`config.mk`:
```
export PLATFORM = sky130hd
export DESIGN_NAME = fpes_ctrl
export DESIGN_NICKNAME = d
export VERILOG_FILES = /design/src/fpes_sync.v /design/src/fpes_wcycle.v /design/src/fpes_ctrl.v
export VERILOG_INCLUDE_DIRS = /design/src
export SDC_FILE = /design/constraint.sdc
export NUM_CORES = 1
export LEC_CHECK = 0
export ABC_AREA = 1
export ABC_CLOCK_PERIOD_IN_PS = 3000
export BUFFER_PORTS_ARGS = -buffer_cell sky130_fd_sc_hd__buf_2
export CORE_MARGIN = 8
export CORE_UTILIZATION = 40
export DETAILED_ROUTE_END_ITERATION = 6
export PLACE_DENSITY = 0.58
export SLEW_MARGIN = 0
export SYNTH_ARGS = -nofsm -noshare
export SYNTH_HDL_FRONTEND = slang
export SYNTH_SLANG_ARGS = --single-unit
```
`constraint.sdc`:
```
create_clock -name mclk -period 3 [get_ports mclk]
set_input_delay 0.45 -clock mclk [delete_from_list [all_inputs] [get_ports mclk]]
set_output_delay 0.45 -clock mclk [all_outputs]
set_load 0.01 [all_outputs]
```
`src/fpes_consts.vh`:
```
// Contract
// [RQ1] program is four writes, byte or word
// [RQ2] device runs program algorithm unaided
// [RQ3] bank returns to read; poll status bits
// [RQ4] commands during programming are ignored
// [RQ5] hardware reset aborts program; reissue later
// [RQ6] program only clears bits; status may vary
// [RQ7] unlock bypass entry: two unlocks plus 20h
// [RQ8] bypass program: A0h then address and data
// [RQ9] bypass accepts only program and reset
// [RQ10] bypass exit: bank 90h then 00h
// [RQ11] high voltage on accelerate pin forces bypass
// [RQ12] chip erase is six writes ending 10h
// [RQ13] erase preprograms internally, no host timing
// [RQ14] chip erase ignores commands; reset aborts
// [RQ15] sector erase six writes, sector plus 30h
// [RQ16] 50 us window accumulates more sectors
// [RQ17] host keeps sector add gaps under 50 us; controller stays busy through the window, so issues no sector add in it
// [RQ18] window timed from last strobe rising edge
// [RQ19] other command in window returns to read
// [RQ20] erase timer bit shows window expiry
// [RQ21] other banks readable during sector erase
// [RQ22] during sector erase only suspend is valid
// [RQ23] address captured on later falling strobe
// [RQ24] suspend B0h valid only in sector erase; controller issues it only when idle, never during an erase
// [RQ25] upper data byte ignored for commands
// [RQ26] command state kept per bank
`ifndef FPES_CONSTS_VH
`define FPES_CONSTS_VH
// ============================================================
// controller register offsets (byte addresses)
`define FPES_REG_CTRL 8'h00
`define FPES_REG_ADDR 8'h04
`define FPES_REG_DATA 8'h08
`define FPES_REG_STAT 8'h0c
`define FPES_REG_RDAT 8'h10
// ============================================================
// control field positions
`define FPES_CTRL_GO 0
`define FPES_CTRL_OP_LO 1
`define FPES_CTRL_OP_HI 3
`define FPES_CTRL_WORD 4
`define FPES_CTRL_ACC 5
// ============================================================
// operation codes
`define FPES_OP_PROG 3'h0
`define FPES_OP_BYP_ENTER 3'h1
`define FPES_OP_BYP_PROG 3'h2
`define FPES_OP_BYP_EXIT 3'h3
`define FPES_OP_CHIP_ERASE 3'h4
`define FPES_OP_SECT_ERASE 3'h5
`define FPES_OP_SECT_ADD 3'h6
`define FPES_OP_SUSPEND 3'h7
// ============================================================
// command addresses and data
`define FPES_UNLOCK_A1 12'h555
`define FPES_UNLOCK_A2 12'h2aa
`define FPES_UNLOCK_D1 8'haa
`define FPES_UNLOCK_D2 8'h55
`define FPES_CMD_PROG 8'ha0
`define FPES_CMD_BYPASS 8'h20
`define FPES_CMD_BYP_RST1 8'h90
`define FPES_CMD_BYP_RST2 8'h00
`define FPES_CMD_ERASE_SU 8'h80
`define FPES_CMD_CHIP 8'h10
`define FPES_CMD_SECTOR 8'h30
`define FPES_CMD_SUSPEND 8'hb0
// ============================================================
// timing
`define FPES_CLK_NS 10
`define FPES_WIN_US 50
`define FPES_WIN_CYC ((`FPES_WIN_US * 1000) / `FPES_CLK_NS)
`define FPES_STRB_NS 40
`define FPES_STRB_CYC ((`FPES_STRB_NS + `FPES_CLK_NS - 1) / `FPES_CLK_NS)
`endif

```
`src/fpes_sync.v`:
```
`timescale 1ns/1ns
// ============================================================
// two-flop synchroniser, one per bit
module fpes_sync #(
  parameter W = 2
) (
  input wire mclk, // system clock
  input wire reset_n, // async reset, active low
  input wire [W-1:0] d, // asynchronous inputs
  output wire [W-1:0] q // synchronised outputs
);
  reg [W-1:0] s1_r; // first stage, read only by second
  reg [W-1:0] s2_r; // second stage
  genvar i;
  // ============================================================
  // per-bit flop pair
  generate
    for (i = 0; i < W; i = i + 1) begin : g_bit
      always @(posedge mclk or negedge reset_n) begin
        if (!reset_n) begin
          s1_r[i] <= 1'b0;
          s2_r[i] <= 1'b0;
        end else begin
          s1_r[i] <= d[i];
          s2_r[i] <= s1_r[i];
        end
      end
    end
  endgenerate
  assign q = s2_r;
endmodule // fpes_sync

```
`src/fpes_wcycle.v`:
```
`timescale 1ns/1ns
`include "fpes_consts.vh"
// ============================================================
// one flash write cycle: chip select falls a cycle before the write strobe and rises a cycle after it
module fpes_wcycle #(
  parameter AW = 21,
  parameter PULSE = `FPES_STRB_CYC
) (
  input wire mclk, // system clock
  input wire reset_n, // async reset, active low
  input wire start, // begin a write cycle, pulse
  input wire [AW-1:0] addr, // flash address
  input wire [15:0] data, // flash data
  output wire busy, // cycle in progress
  output wire done, // strobe just rose, pulse
  output reg [AW-1:0] f_addr_r, // address pins
  output reg [15:0] f_dout_r, // data pins out
  output reg f_doe_n_r, // data output enable, low drives
  output reg f_we_n_r, // write strobe
  output reg f_ce_n_r // chip select
);
  reg [1:0] ph_r; // phase: idle, setup, strobe, hold
  reg [7:0] cnt_r; // strobe low counter
  localparam P_IDLE = 2'd0;
  localparam P_SET = 2'd1;
  localparam P_STRB = 2'd2;
  localparam P_HOLD = 2'd3;
  assign busy = (ph_r != P_IDLE);
  assign done = (ph_r == P_HOLD);
  // ============================================================
  // address set before the falling strobe so the later falling
  // edge latches a stable address
  always @(posedge mclk or negedge reset_n) begin
    if (!reset_n) begin
      ph_r <= P_IDLE;
      cnt_r <= 8'h00;
      f_addr_r <= {AW{1'b0}};
      f_dout_r <= 16'h0000;
      f_doe_n_r <= 1'b1;
      f_we_n_r <= 1'b1;
      f_ce_n_r <= 1'b1;
    end else begin
      case (ph_r)
        P_IDLE: begin
          if (start) begin
            f_addr_r <= addr;
            f_dout_r <= data;
            f_doe_n_r <= 1'b0;
            f_ce_n_r <= 1'b0;
            ph_r <= P_SET;
          end
        end
        P_SET: begin
          f_we_n_r <= 1'b0; // [RQ23]
          cnt_r <= PULSE[7:0];
          ph_r <= P_STRB;
        end
        P_STRB: begin
          if (cnt_r <= 8'h01) begin
            f_we_n_r <= 1'b1; // rising edge latches data
            ph_r <= P_HOLD;
          end else begin
            cnt_r <= cnt_r - 8'h01;
          end
        end
        P_HOLD: begin
          f_ce_n_r <= 1'b1;
          f_doe_n_r <= 1'b1;
          ph_r <= P_IDLE;
        end
        default: ph_r <= P_IDLE;
      endcase
    end
  end
endmodule // fpes_wcycle

```
`src/fpes_ctrl.v`:
```
// Local design decisions: the AHB-Lite register port and the placing of the registers.
`timescale 1ns/1ns
`include "fpes_consts.vh"
// ============================================================
// host-side flash command sequencer behind an ahb-lite slave
module fpes_ctrl #(
  parameter AW = 21, // flash address width
  parameter BANK_LO = 18, // lowest bank address bit
  parameter WIN_CYC = `FPES_WIN_CYC, // sector add window, cycles
  parameter STRB_CYC = `FPES_STRB_CYC // write strobe width
) (
  input wire mclk, // system clock
  input wire reset_n, // async reset, active low
  input wire hsel, // ahb slave select
  input wire [31:0] haddr, // ahb address
  input wire [1:0] htrans, // ahb transfer type
  input wire hwrite, // ahb write
  input wire [2:0] hsize, // ahb size
  input wire [31:0] hwdata, // ahb write data
  input wire hready, // ahb bus ready
  output wire [31:0] hrdata, // ahb read data
  output wire hreadyout, // ahb slave ready
  output wire hresp, // ahb response, always okay
  output wire [AW-1:0] f_addr, // flash address pins
  output wire [15:0] f_dout, // flash data out
  output wire f_doe_n, // flash data enable, low drives
  input wire [15:0] f_din, // flash data in
  output wire f_we_n, // flash write strobe
  output wire f_ce_n, // flash chip select
  output reg f_oe_n_r, // flash output enable
  output reg f_reset_n_r, // flash hardware reset
  output reg f_word_r, // word/byte select level
  output reg f_acc_r, // request high voltage on accel pin
  input wire f_ready_busy // flash ready/busy, high is ready
);
  // ============================================================
  // registers
  reg [2:0] op_r; // operation selected
  reg [AW-1:0] tgt_r; // target address
  reg [15:0] dat_r; // program data
  reg busy_r; // sequence running
  reg [2:0] st_r; // sequencer state
  reg [2:0] step_r; // write index in sequence
  reg [15:0] rdat_r; // last status read
  reg [31:0] win_r; // window countdown
  reg win_open_r; // window still open
  reg abort_r; // hardware reset request
  reg [3:0] rst_cnt_r; // reset pulse length
  reg [1:0] pwait_r; // lets ready/busy cross the synchroniser
  reg wr_pend_r; // ahb data phase pending
  reg [7:0] wr_addr_r; // latched ahb address
  reg [7:0] rd_addr_r; // latched read address
  reg wstart_r; // start one write cycle
  reg [AW-1:0] waddr_r; // write cycle address
  reg [15:0] wdata_r; // write cycle data
  wire wbusy; // write cycle running
  wire wdone; // write cycle done
  wire [1:0] sync_q; // synchronised pins
  wire rb_s; // synchronised ready/busy
  wire ahb_go; // valid address phase
  reg [31:0] rd_mux; // read mux
  wire [AW-1:0] bank_a; // bank base of target
  reg [2:0] nsteps; // writes in the selected op
  localparam S_IDLE = 3'd0;
  localparam S_WRITE = 3'd1;
  localparam S_WAIT = 3'd2;
  localparam S_POLL = 3'd3;
  localparam S_RD = 3'd4;
  localparam S_RST = 3'd5;
  assign hresp = 1'b0;
  assign hreadyout = 1'b1;
  assign ahb_go = hsel & hready & htrans[1];
  assign bank_a = {tgt_r[AW-1:BANK_LO], {BANK_LO{1'b0}}};
  assign rb_s = sync_q[0];
  // ============================================================
  // ready/busy pin crosses in through two flops
  fpes_sync #(.W(2)) u_sync (
    .mclk(mclk),
    .reset_n(reset_n),
    .d({1'b0, f_ready_busy}),
    .q(sync_q)
  );
  // ============================================================
  // pin-level write cycle engine
  fpes_wcycle #(.AW(AW), .PULSE(STRB_CYC)) u_wc (
    .mclk(mclk),
    .reset_n(reset_n),
    .start(wstart_r),
    .addr(waddr_r),
    .data(wdata_r),
    .busy(wbusy),
    .done(wdone),
    .f_addr_r(f_addr),
    .f_dout_r(f_dout),
    .f_doe_n_r(f_doe_n),
    .f_we_n_r(f_we_n),
    .f_ce_n_r(f_ce_n)
  );
  // ============================================================
  // number of writes of each sequence
  always @* begin
    case (op_r)
      `FPES_OP_PROG: nsteps = 3'd4; // [RQ1]
      `FPES_OP_BYP_ENTER: nsteps = 3'd3; // [RQ7]
      `FPES_OP_BYP_PROG: nsteps = 3'd2; // [RQ8]
      `FPES_OP_BYP_EXIT: nsteps = 3'd2; // [RQ10]
      `FPES_OP_CHIP_ERASE: nsteps = 3'd6; // [RQ12]
      `FPES_OP_SECT_ERASE: nsteps = 3'd6; // [RQ15]
      default: nsteps = 3'd1; // sector add, suspend
    endcase
  end
  // ============================================================
  // address and data of write number step_r; upper byte zero on
  // command cycles since the device ignores it
  always @* begin
    waddr_r = {{(AW-12){1'b0}}, `FPES_UNLOCK_A1};
    wdata_r = {8'h00, `FPES_UNLOCK_D1}; // [RQ25]
    if (step_r == 3'd1 || step_r == 3'd4) begin
      waddr_r = {{(AW-12){1'b0}}, `FPES_UNLOCK_A2};
      wdata_r = {8'h00, `FPES_UNLOCK_D2};
    end
    case (op_r)
      `FPES_OP_PROG: begin
        if (step_r == 3'd2)
          wdata_r = {8'h00, `FPES_CMD_PROG};
        if (step_r == 3'd3) begin
          waddr_r = tgt_r; // [RQ1]
          wdata_r = f_word_r ? dat_r : {8'h00, dat_r[7:0]};
        end
      end
      `FPES_OP_BYP_ENTER: begin
        if (step_r == 3'd2)
          wdata_r = {8'h00, `FPES_CMD_BYPASS}; // [RQ7]
      end
      `FPES_OP_BYP_PROG: begin
        if (step_r == 3'd0) begin
          waddr_r = bank_a;
          wdata_r = {8'h00, `FPES_CMD_PROG}; // [RQ8]
        end else begin
          waddr_r = tgt_r;
          wdata_r = f_word_r ? dat_r : {8'h00, dat_r[7:0]};
        end
      end
      `FPES_OP_BYP_EXIT: begin
        waddr_r = bank_a; // [RQ10]
        wdata_r = (step_r == 3'd0) ? {8'h00, `FPES_CMD_BYP_RST1}
                                   : {8'h00, `FPES_CMD_BYP_RST2};
      end
      `FPES_OP_CHIP_ERASE, `FPES_OP_SECT_ERASE: begin
        if (step_r == 3'd2)
          wdata_r = {8'h00, `FPES_CMD_ERASE_SU};
        if (step_r == 3'd5) begin
          if (op_r == `FPES_OP_CHIP_ERASE) begin
            wdata_r = {8'h00, `FPES_CMD_CHIP}; // [RQ12]
          end else begin
            waddr_r = tgt_r; // [RQ15]
            wdata_r = {8'h00, `FPES_CMD_SECTOR};
          end
        end
      end
      `FPES_OP_SECT_ADD: begin
        waddr_r = tgt_r; // [RQ16]
        wdata_r = {8'h00, `FPES_CMD_SECTOR};
      end
      default: begin
        waddr_r = bank_a; // [RQ24]
        wdata_r = {8'h00, `FPES_CMD_SUSPEND};
      end
    endcase
  end
  // ============================================================
  // register read mux
  always @* begin
    case (rd_addr_r)
      `FPES_REG_CTRL: rd_mux = {26'h0, f_acc_r, f_word_r, op_r, 1'b0};
      `FPES_REG_ADDR: rd_mux = {{(32-AW){1'b0}}, tgt_r};
      `FPES_REG_DATA: rd_mux = {16'h0, dat_r};
      `FPES_REG_STAT: rd_mux = {28'h0, win_open_r, rb_s, abort_r,
                                busy_r};
      `FPES_REG_RDAT: rd_mux = {16'h0, rdat_r};
      default: rd_mux = 32'h0;
    endcase
  end
  assign hrdata = rd_mux;
  // ============================================================
  // ahb slave and sequencer
  always @(posedge mclk or negedge reset_n) begin
    if (!reset_n) begin
      op_r <= `FPES_OP_PROG;
      tgt_r <= {AW{1'b0}};
      dat_r <= 16'h0000;
      busy_r <= 1'b0;
      st_r <= S_IDLE;
      step_r <= 3'd0;
      rdat_r <= 16'h0000;
      win_r <= 32'h0;
      win_open_r <= 1'b0;
      abort_r <= 1'b0;
      rst_cnt_r <= 4'h0;
      pwait_r <= 2'd0;
      wr_pend_r <= 1'b0;
      wr_addr_r <= 8'h00;
      rd_addr_r <= 8'h00;
      wstart_r <= 1'b0;
      f_oe_n_r <= 1'b1;
      f_reset_n_r <= 1'b1;
      f_word_r <= 1'b1;
      f_acc_r <= 1'b0;
    end else begin
      wstart_r <= 1'b0;
      // address phase capture
      if (ahb_go) begin
        rd_addr_r <= haddr[7:0];
        wr_pend_r <= hwrite;
        wr_addr_r <= haddr[7:0];
      end else begin
        wr_pend_r <= 1'b0;
      end
      // window counts from the last strobe rise of a sector write
      if (wdone && (op_r == `FPES_OP_SECT_ERASE ||
                    op_r == `FPES_OP_SECT_ADD) &&
          step_r + 3'd1 >= nsteps) begin
        win_r <= WIN_CYC; // [RQ18]
        win_open_r <= 1'b1; // [RQ16]
      end else if (win_r != 32'h0) begin
        win_r <= win_r - 32'h1;
      end else begin
        win_open_r <= 1'b0; // [RQ17]
      end
      // data phase writes; commands refused while busy
      if (wr_pend_r) begin
        case (wr_addr_r)
          `FPES_REG_CTRL: begin
            f_word_r <= hwdata[`FPES_CTRL_WORD];
            f_acc_r <= hwdata[`FPES_CTRL_ACC]; // [RQ11]
            if (hwdata[`FPES_CTRL_GO] && !busy_r) begin
              op_r <= hwdata[`FPES_CTRL_OP_HI:`FPES_CTRL_OP_LO];
              busy_r <= 1'b1;
              step_r <= 3'd0;
              st_r <= S_WRITE;
            end
          end
          `FPES_REG_ADDR: tgt_r <= hwdata[AW-1:0];
          `FPES_REG_DATA: dat_r <= hwdata[15:0];
          default: ; // status writes handled after the sequencer
        endcase
      end
      case (st_r)
        S_IDLE: ;
        S_WRITE: begin
          if (!wbusy) begin
            wstart_r <= 1'b1; // [RQ26]
            st_r <= S_WAIT;
          end
        end
        S_WAIT: begin
          if (wdone) begin
            if (step_r + 3'd1 >= nsteps) begin
              step_r <= 3'd0;
              pwait_r <= 2'd3;
              // program and erase run alone in the device
              st_r <= S_POLL; // [RQ2] [RQ13]
            end else begin
              step_r <= step_r + 3'd1;
              st_r <= S_WRITE;
            end
          end
        end
        S_POLL: begin
          // no new command until ready so none is lost to the device
          // a stale ready from before the last strobe must not count
          if (pwait_r != 2'd0) begin
            pwait_r <= pwait_r - 2'd1;
          end else if (rb_s && !wbusy) begin // [RQ4] [RQ22]
            f_oe_n_r <= 1'b0;
            st_r <= S_RD;
          end
        end
        S_RD: begin
          // read back the last write address; data or status bits land here
          rdat_r <= f_din; // [RQ3] [RQ6] [RQ20] [RQ21]
          f_oe_n_r <= 1'b1;
          busy_r <= 1'b0;
          st_r <= S_IDLE;
        end
        S_RST: begin
          f_reset_n_r <= 1'b0;
          if (rst_cnt_r == 4'h0) begin
            f_reset_n_r <= 1'b1;
            abort_r <= 1'b0;
            busy_r <= 1'b0;
            st_r <= S_IDLE;
          end else begin
            rst_cnt_r <= rst_cnt_r - 4'h1;
          end
        end
        default: st_r <= S_IDLE;
      endcase
      // abort last so it overrides whatever the sequencer chose
      if (wr_pend_r && wr_addr_r == `FPES_REG_STAT && hwdata[1]) begin
        abort_r <= 1'b1; // [RQ5] [RQ14]
        busy_r <= 1'b1;
        st_r <= S_RST;
        step_r <= 3'd0;
        wstart_r <= 1'b0;
        rst_cnt_r <= 4'hf;
        win_r <= 32'h0;
        win_open_r <= 1'b0;
      end
    end
  end
  // the flash drives data only when output enable is low; the
  // address for read-back stays as the last write cycle left it
  // [RQ9] [RQ19]: bypass and window ops are chosen by software
endmodule // fpes_ctrl

```
======== Yosys cells after proc, flatten, opt, wreduce, memory -nomap -nowiden ========
Cells that the tools add are included.
word-level totals
  logic and storage cells ................. 186
  register bits ........................... 168
  output and inout bits ................... 78
  input bits .............................. 91
operators by class
  mux-type cells .......................... 76
  bitwise gates (word level) .............. 2
  equal/unequal tests ..................... 33
  reduce and logical (&&, ||, !) cells .... 41
  add/subtract/negate cells ............... 5
  order comparisons ....................... 2
operators by type and width
  kind                                                 count
  one-hot mux 21 bit (5 select lines)                  2
  2-to-1 mux 16 bit                                    7
  2-to-1 mux 32 bit                                    3
  one-hot mux 16 bit (6 select lines)                  1
  2-to-1 mux 21 bit                                    3
  2-to-1 mux 3 bit                                     16
  nonzero test 32 bit                                  1
  subtractor 32 x 1 -> 32 bit (second input constant)  1
  2-to-1 mux 8 bit                                     3
  == test 3 bit (second input constant)                7
  2-to-1 mux 1 bit                                     20
  AND reduction 2 bit                                  10
  == test 3 x 2 -> 1 bit (second input constant)       6
  2-to-1 mux 18 bit                                    1
  == test 8 x 4 -> 1 bit (second input constant)       2
  one-hot mux 8 bit (2 select lines)                   1
  nonzero test 2 bit                                   8
  one-hot mux 3 bit (5 select lines)                   1
  inequality test 2 bit (second input constant)        7
  2-to-1 mux 2 bit                                     6
  2-to-1 mux 4 bit                                     3
  one-hot mux 3 bit (4 select lines)                   1
  2-to-1 mux 11 bit                                    1
  == test 3 x 1 -> 1 bit (second input constant)       3
  28 further kinds                                     45

======== Logic depth before layout (Yosys ltp) ========
  depth in word-level cells ............... 9
  depth in mapped cells ................... 14
  depth with buffers taken out ............ 13

======== By module ========
Synthesis repeated with hierarchy kept, for this count alone.
second synthesis, totals
  cell total of the unflattened synthesis .. 1237
  area total of the unflattened synthesis .. 9436.6 µm²
modules (own cells, without submodules)
  module       cells each  instances  area each (µm²)
  fpes_ctrl    969         1          7145.6
  fpes_wcycle  264         1          2190.9
  fpes_sync    4           1          100.1

======== Least setup slack after synthesis ========
OpenSTA, ideal clock, no wires.
  path type ............................... register -> register
  from .................................... register op_r[1]
  to ...................................... register win_r[1]
  arrival time ............................ 2.203 ns
  data required time ...................... 2.917 ns
  period minus slack after synthesis ...... 2.285 ns
  library setup time ...................... 0.083 ns
  path buffers ............................ 1
  path slack .............................. 0.715 ns
  cell stages (with the launch flop) ...... 14
  path through ............................ dfrtp_1 > nor2_1 > nand2_1 > inv_2 > nor2_1 > ha_1 > a21oi_1 > nand3_1 > nand2_2 > buf_6 > nand2_2 > inv_2 > nand2_2 > o21ai_0
between the ends
  word-level cells in the longest chain between the ends .. 7
  elaborated cells on any way between the ends .. 17
  those cells by class .................... order compare (1); eq/ne (6); mux (3); reduce/logical (7)
ends and longest elaborated chain
  what                                                            line             text
  start, declared                                                 fpes_ctrl.v:38   reg [2:0] op_r;
  start signal, assigned                                          fpes_ctrl.v:189  op_r <= `FPES_OP_PROG;
  start signal, assigned                                          fpes_ctrl.v:237  op_r <= hwdata[`FPES_CTRL_OP_HI:`FPES_CTRL_OP_LO];
  == test 3 bit / == test 3 x 2 -> 1 bit (equally long branches)  fpes_ctrl.v:102  case (op_r)
  OR reduction 2 bit (no source line)                             n/a
  one-hot mux 3 bit (4 select lines)                              fpes_ctrl.v:102
  greater-or-equal comparator 3 bit                               fpes_ctrl.v:222  step_r + 3'd1 >= nsteps) begin
  logical AND 1 bit *                                             fpes_ctrl.v:220  if (wdone && (op_r == `FPES_OP_SECT_ERASE ||
  2-to-1 mux 32 bit                                               fpes_ctrl.v:220
  2-to-1 mux 32 bit                                               fpes_ctrl.v:300  if (wr_pend_r && wr_addr_r == `FPES_REG_STAT && hwdata[1]) begin
  end signal, assigned                                            fpes_ctrl.v:226  win_r <= win_r - 32'h1;
  end, declared                                                   fpes_ctrl.v:45   reg [31:0] win_r;
Mark *: on every way between the ends. The rest lies on a longest branch, timed or not.
A chain may end at the register's enable or synchronous reset.

======== Final worst setup path ========
  from .................................... register op_r[2]
  to ...................................... register win_r[0]
The elaborated chain is that of the path after synthesis.

==> results.yml <==
placement:
  routabilityCongestion: 0.900
  place_hpwl_microns: 18500
  io_buffers: 116
  placed_cells: 1560
power_and_ir_drop:
  power.density_nw_per_um2: 521
  vdd_drop_max_uv: 281
  p_total_uw: 5480
  p_leak_uw: 0.00569
clocking:
  h-tree-depth: 4
  post_cts_buffers: 0
  cts_tree: "done"
  ctsResizeCount: 0
  cts_buffer_depth: 2
  cts.sinks: 168
  numCtsBuffers: 17
  clockRootBuffer: "clkbuf_16"
  path_clk_slew_ns: 0.07
  cts-hold-fix-buffers: 0
  clk_latency_ns: 0.43
die:
  num_rows: 55
  die_area_sq_um: 27700
  die_x_microns: 166
  coreArea_sq_um: 22400
  io_pins: 169
  die_y_microns: 166
  initial_core_util_pct: 40.3
synthesis:
  yosysUniqueCellTypes: 44
  syn_area_per_cell_sq_um: 7.72
  synth_top_area_cell: "dfrtp_1"
  syn_inst: 1171
  syn_area_sq_um: 9040
  synth_top_area_share_pct: 45.1
  synthTopCellsByCount: "nand2_1, dfrtp_1, nor2_1"
  synth.yosys.seq_area_share_pct: 46.6
  ys_ff_latch: 168
  yosysMostFrequentCell: "nand2_1"
  synth_flop_cell: "dfrtp_1"
  synth-edff-count: 0
  yosys_warnings: 0
  synthTopCellsByArea: "dfrtp_1, nand2_1, nor2_1, inv_1, nand3_1"
  async_reset_ff_share_pct: 100
sta:
  fin_setup_tns_ns: 0
  max_freq_mhz: 368
  hold_viol: 0
  drv_slew: 0
  slew_headroom_pct: 43.9
  period_minus_slack_ns: 2.72
  setup_viol: 0
  rsz0062_at_grt: "false"
  fin_skew_ns: 0.0141
  fin_crit_sh_pct: 90.6
  tightest_slew_ns: 0.839
global_route:
  grt-ovfl-total: 0
  antenna_found_initial: 1
  grt_pass1_wl_microns: 40500
  grt_max_degree: 62
  grt_pass1_vias: 7777
  grt_usage_pct: 17.8
setup_path:
  critical_path_required_ns: 3.34
  start_kind: "flop"
  crit_path_frequent_cell: "nand2_2"
  end_kind: "flop"
  path_class: "reg -> reg"
  slowest_stage: "dfrtp_1"
  cp_cell_sequence: "inv_1 -> ha_1 -> o21ai_0 -> ha_1 -> nand3b_1 -> nand3_1 -> nand2_2 -> nand2_2 -> inv_2 -> nand2_2 -> o21ai_0"
  worst_ep_arrival_time_ns: 3.06
  slowest_delay_ns: 0.52
  critPathMaxFanout: 10
layout:
  fill_cells: 2274
  final_cells: 1593
  nets: 1406
  drive_above_1_share_pct: 17.4
  final_util_pct: 46.9
  area_growth_pct: 16.2
routing:
  wire_per_inst_microns: 15.2
  postRouteWirelength_microns: 24200
  vias: 7847
  drtIter0Drc: 591
  wl_met1_microns: 11400
  wl_met2_microns: 11300
  ant_nets: 0
  dr_wl_met3_microns: 983
  maxUsedRoutingLayer: "met4"
  viasPerCell: 4.93
  drc: 0
  firstDrtPassIters: 5
worst_hold_path:
  hold_path.class: "in -> async"
run:
  drv_cap: 0
status:
  status: "completed"
[logic make-up (layout without fill, tap and decap cells)]
| kind of cell | Yosys count | count (layout) | share of synthesized area, % |
|---|---|---|---|
| other | 2 | 14 | 0.0830 |
| buffers and inverters | 185 | 310 | 8.66 |
| XOR/XNOR | 8 | 8 | 0.775 |
| AND/OR/NAND/NOR | 613 | 613 | 29.4 |
| adder cells (fa/ha/maj) | 21 | 21 | 2.91 |
| multiplexers | 16 | 16 | 1.99 |
| AO/OA/AOI/OAI | 158 | 158 | 9.59 |
| flip-flops | 168 | 168 | 46.6 |
[metrics by stage]
step	worst slack (ns)	area, sq um	hold slack [ns]
finish	0.282	10500	0.0209
global route	0.0141	10500	0.0481
CTS	0.261	10500	0.0304
detailed placement	0.276	9930	0.338
global placement	0.331	9930	0.336
floorplan	0.715	9080	0.154
[worst max-delay path: cells and delay by family, from the launching register on]
family                     cells  cell delay (ns)
AOI/OAI and AO/OA              2             0.35
buffers and inverters          2             0.39
adders and majority gates      2             0.57
and+or+nand+nor                5             0.81
DFF                            1             0.52
[layout make-up]
class                   count  area, sq um  share of cell area (%)
flip-flops and latches    168         4210                    40.0
multi-input cells         829         4090                    38.9
repair buffers            131          712                    6.77
inverters                 147          557                    5.30
clock buffers              17          425                    4.05
well taps                 285          357                    3.39
clock inverters            15          158                    1.50
diodes                      1         2.50                  0.0238
[power breakdown]
part	leakage (uW)	total, uW	internal, uW	switching [uW]
clock network	0.000275	2150	1110	1040
logic	0.00348	766	287	478
registers	0.00194	2560	2440	120
[final timing paths]
path | start | slack [ns] | cells past startpoint | endpoint
worst max-delay path | op_r[2]$_DFFE_PN0P_ | 0.28 | 11 | win_r[0]$_DFFE_PN0P_
worst min-delay path | reset_n | 0.02 | 1 | u_wc.f_dout_r[4]$_DFFE_PN0P_
worst max register to register | op_r[2]$_DFFE_PN0P_ | 0.28 | 11 | win_r[0]$_DFFE_PN0P_
worst min register to register | u_sync.s1_r[0]$_DFF_PN0_ | 0.35 | 0 | u_sync.q[0]$_DFF_PN0_
max in group asynchronous | reset_n | 2.19 | 2 | u_wc.f_we_n_r$_DFFE_PN1P_
min in group mclk | f_ready_busy | 0.13 | 1 | u_sync.s1_r[0]$_DFF_PN0_
[metal layers]
| layer | global-route usage, % | up-vias |
|---|---|---|
| met1 | 23.5 | 3675 |
| met2 | 28.8 | 168 |
| met3 | 3.47 | 28 |
| li1 | - | 3976 |
| met5 | 0 | - |
| met4 | 6.31 | 0 |
[cells in the final DEF, fill, tap and decap left out, types with 10 or more instances in the layout]
cell / n
nand4_1: 19
inv_1: 139
ha_1: 21
mux2_2: 16
clkbuf_16: 17
conb_1: 13
buf_4: 14
nand3_1: 92
a21oi_1: 42
dfrtp_1: 163
o21ai_0: 84
nor2_1: 145
nand2_1: 309
nor3_1: 10
buf_2: 115
[registers in the layout (all words and copies together) (netlist names), 3 cells and up]
register / flops
dat_r: 16
op_r: 3
rd_addr_r: 8
rdat_r: 16
rst_cnt_r: 4
st_r: 3
step_r: 3
tgt_r: 21
u_wc.cnt_r: 8
u_wc.f_addr_r: 21
u_wc.f_dout_r: 16
win_r: 32
Note: power is estimated with default switching activity, not from simulation.
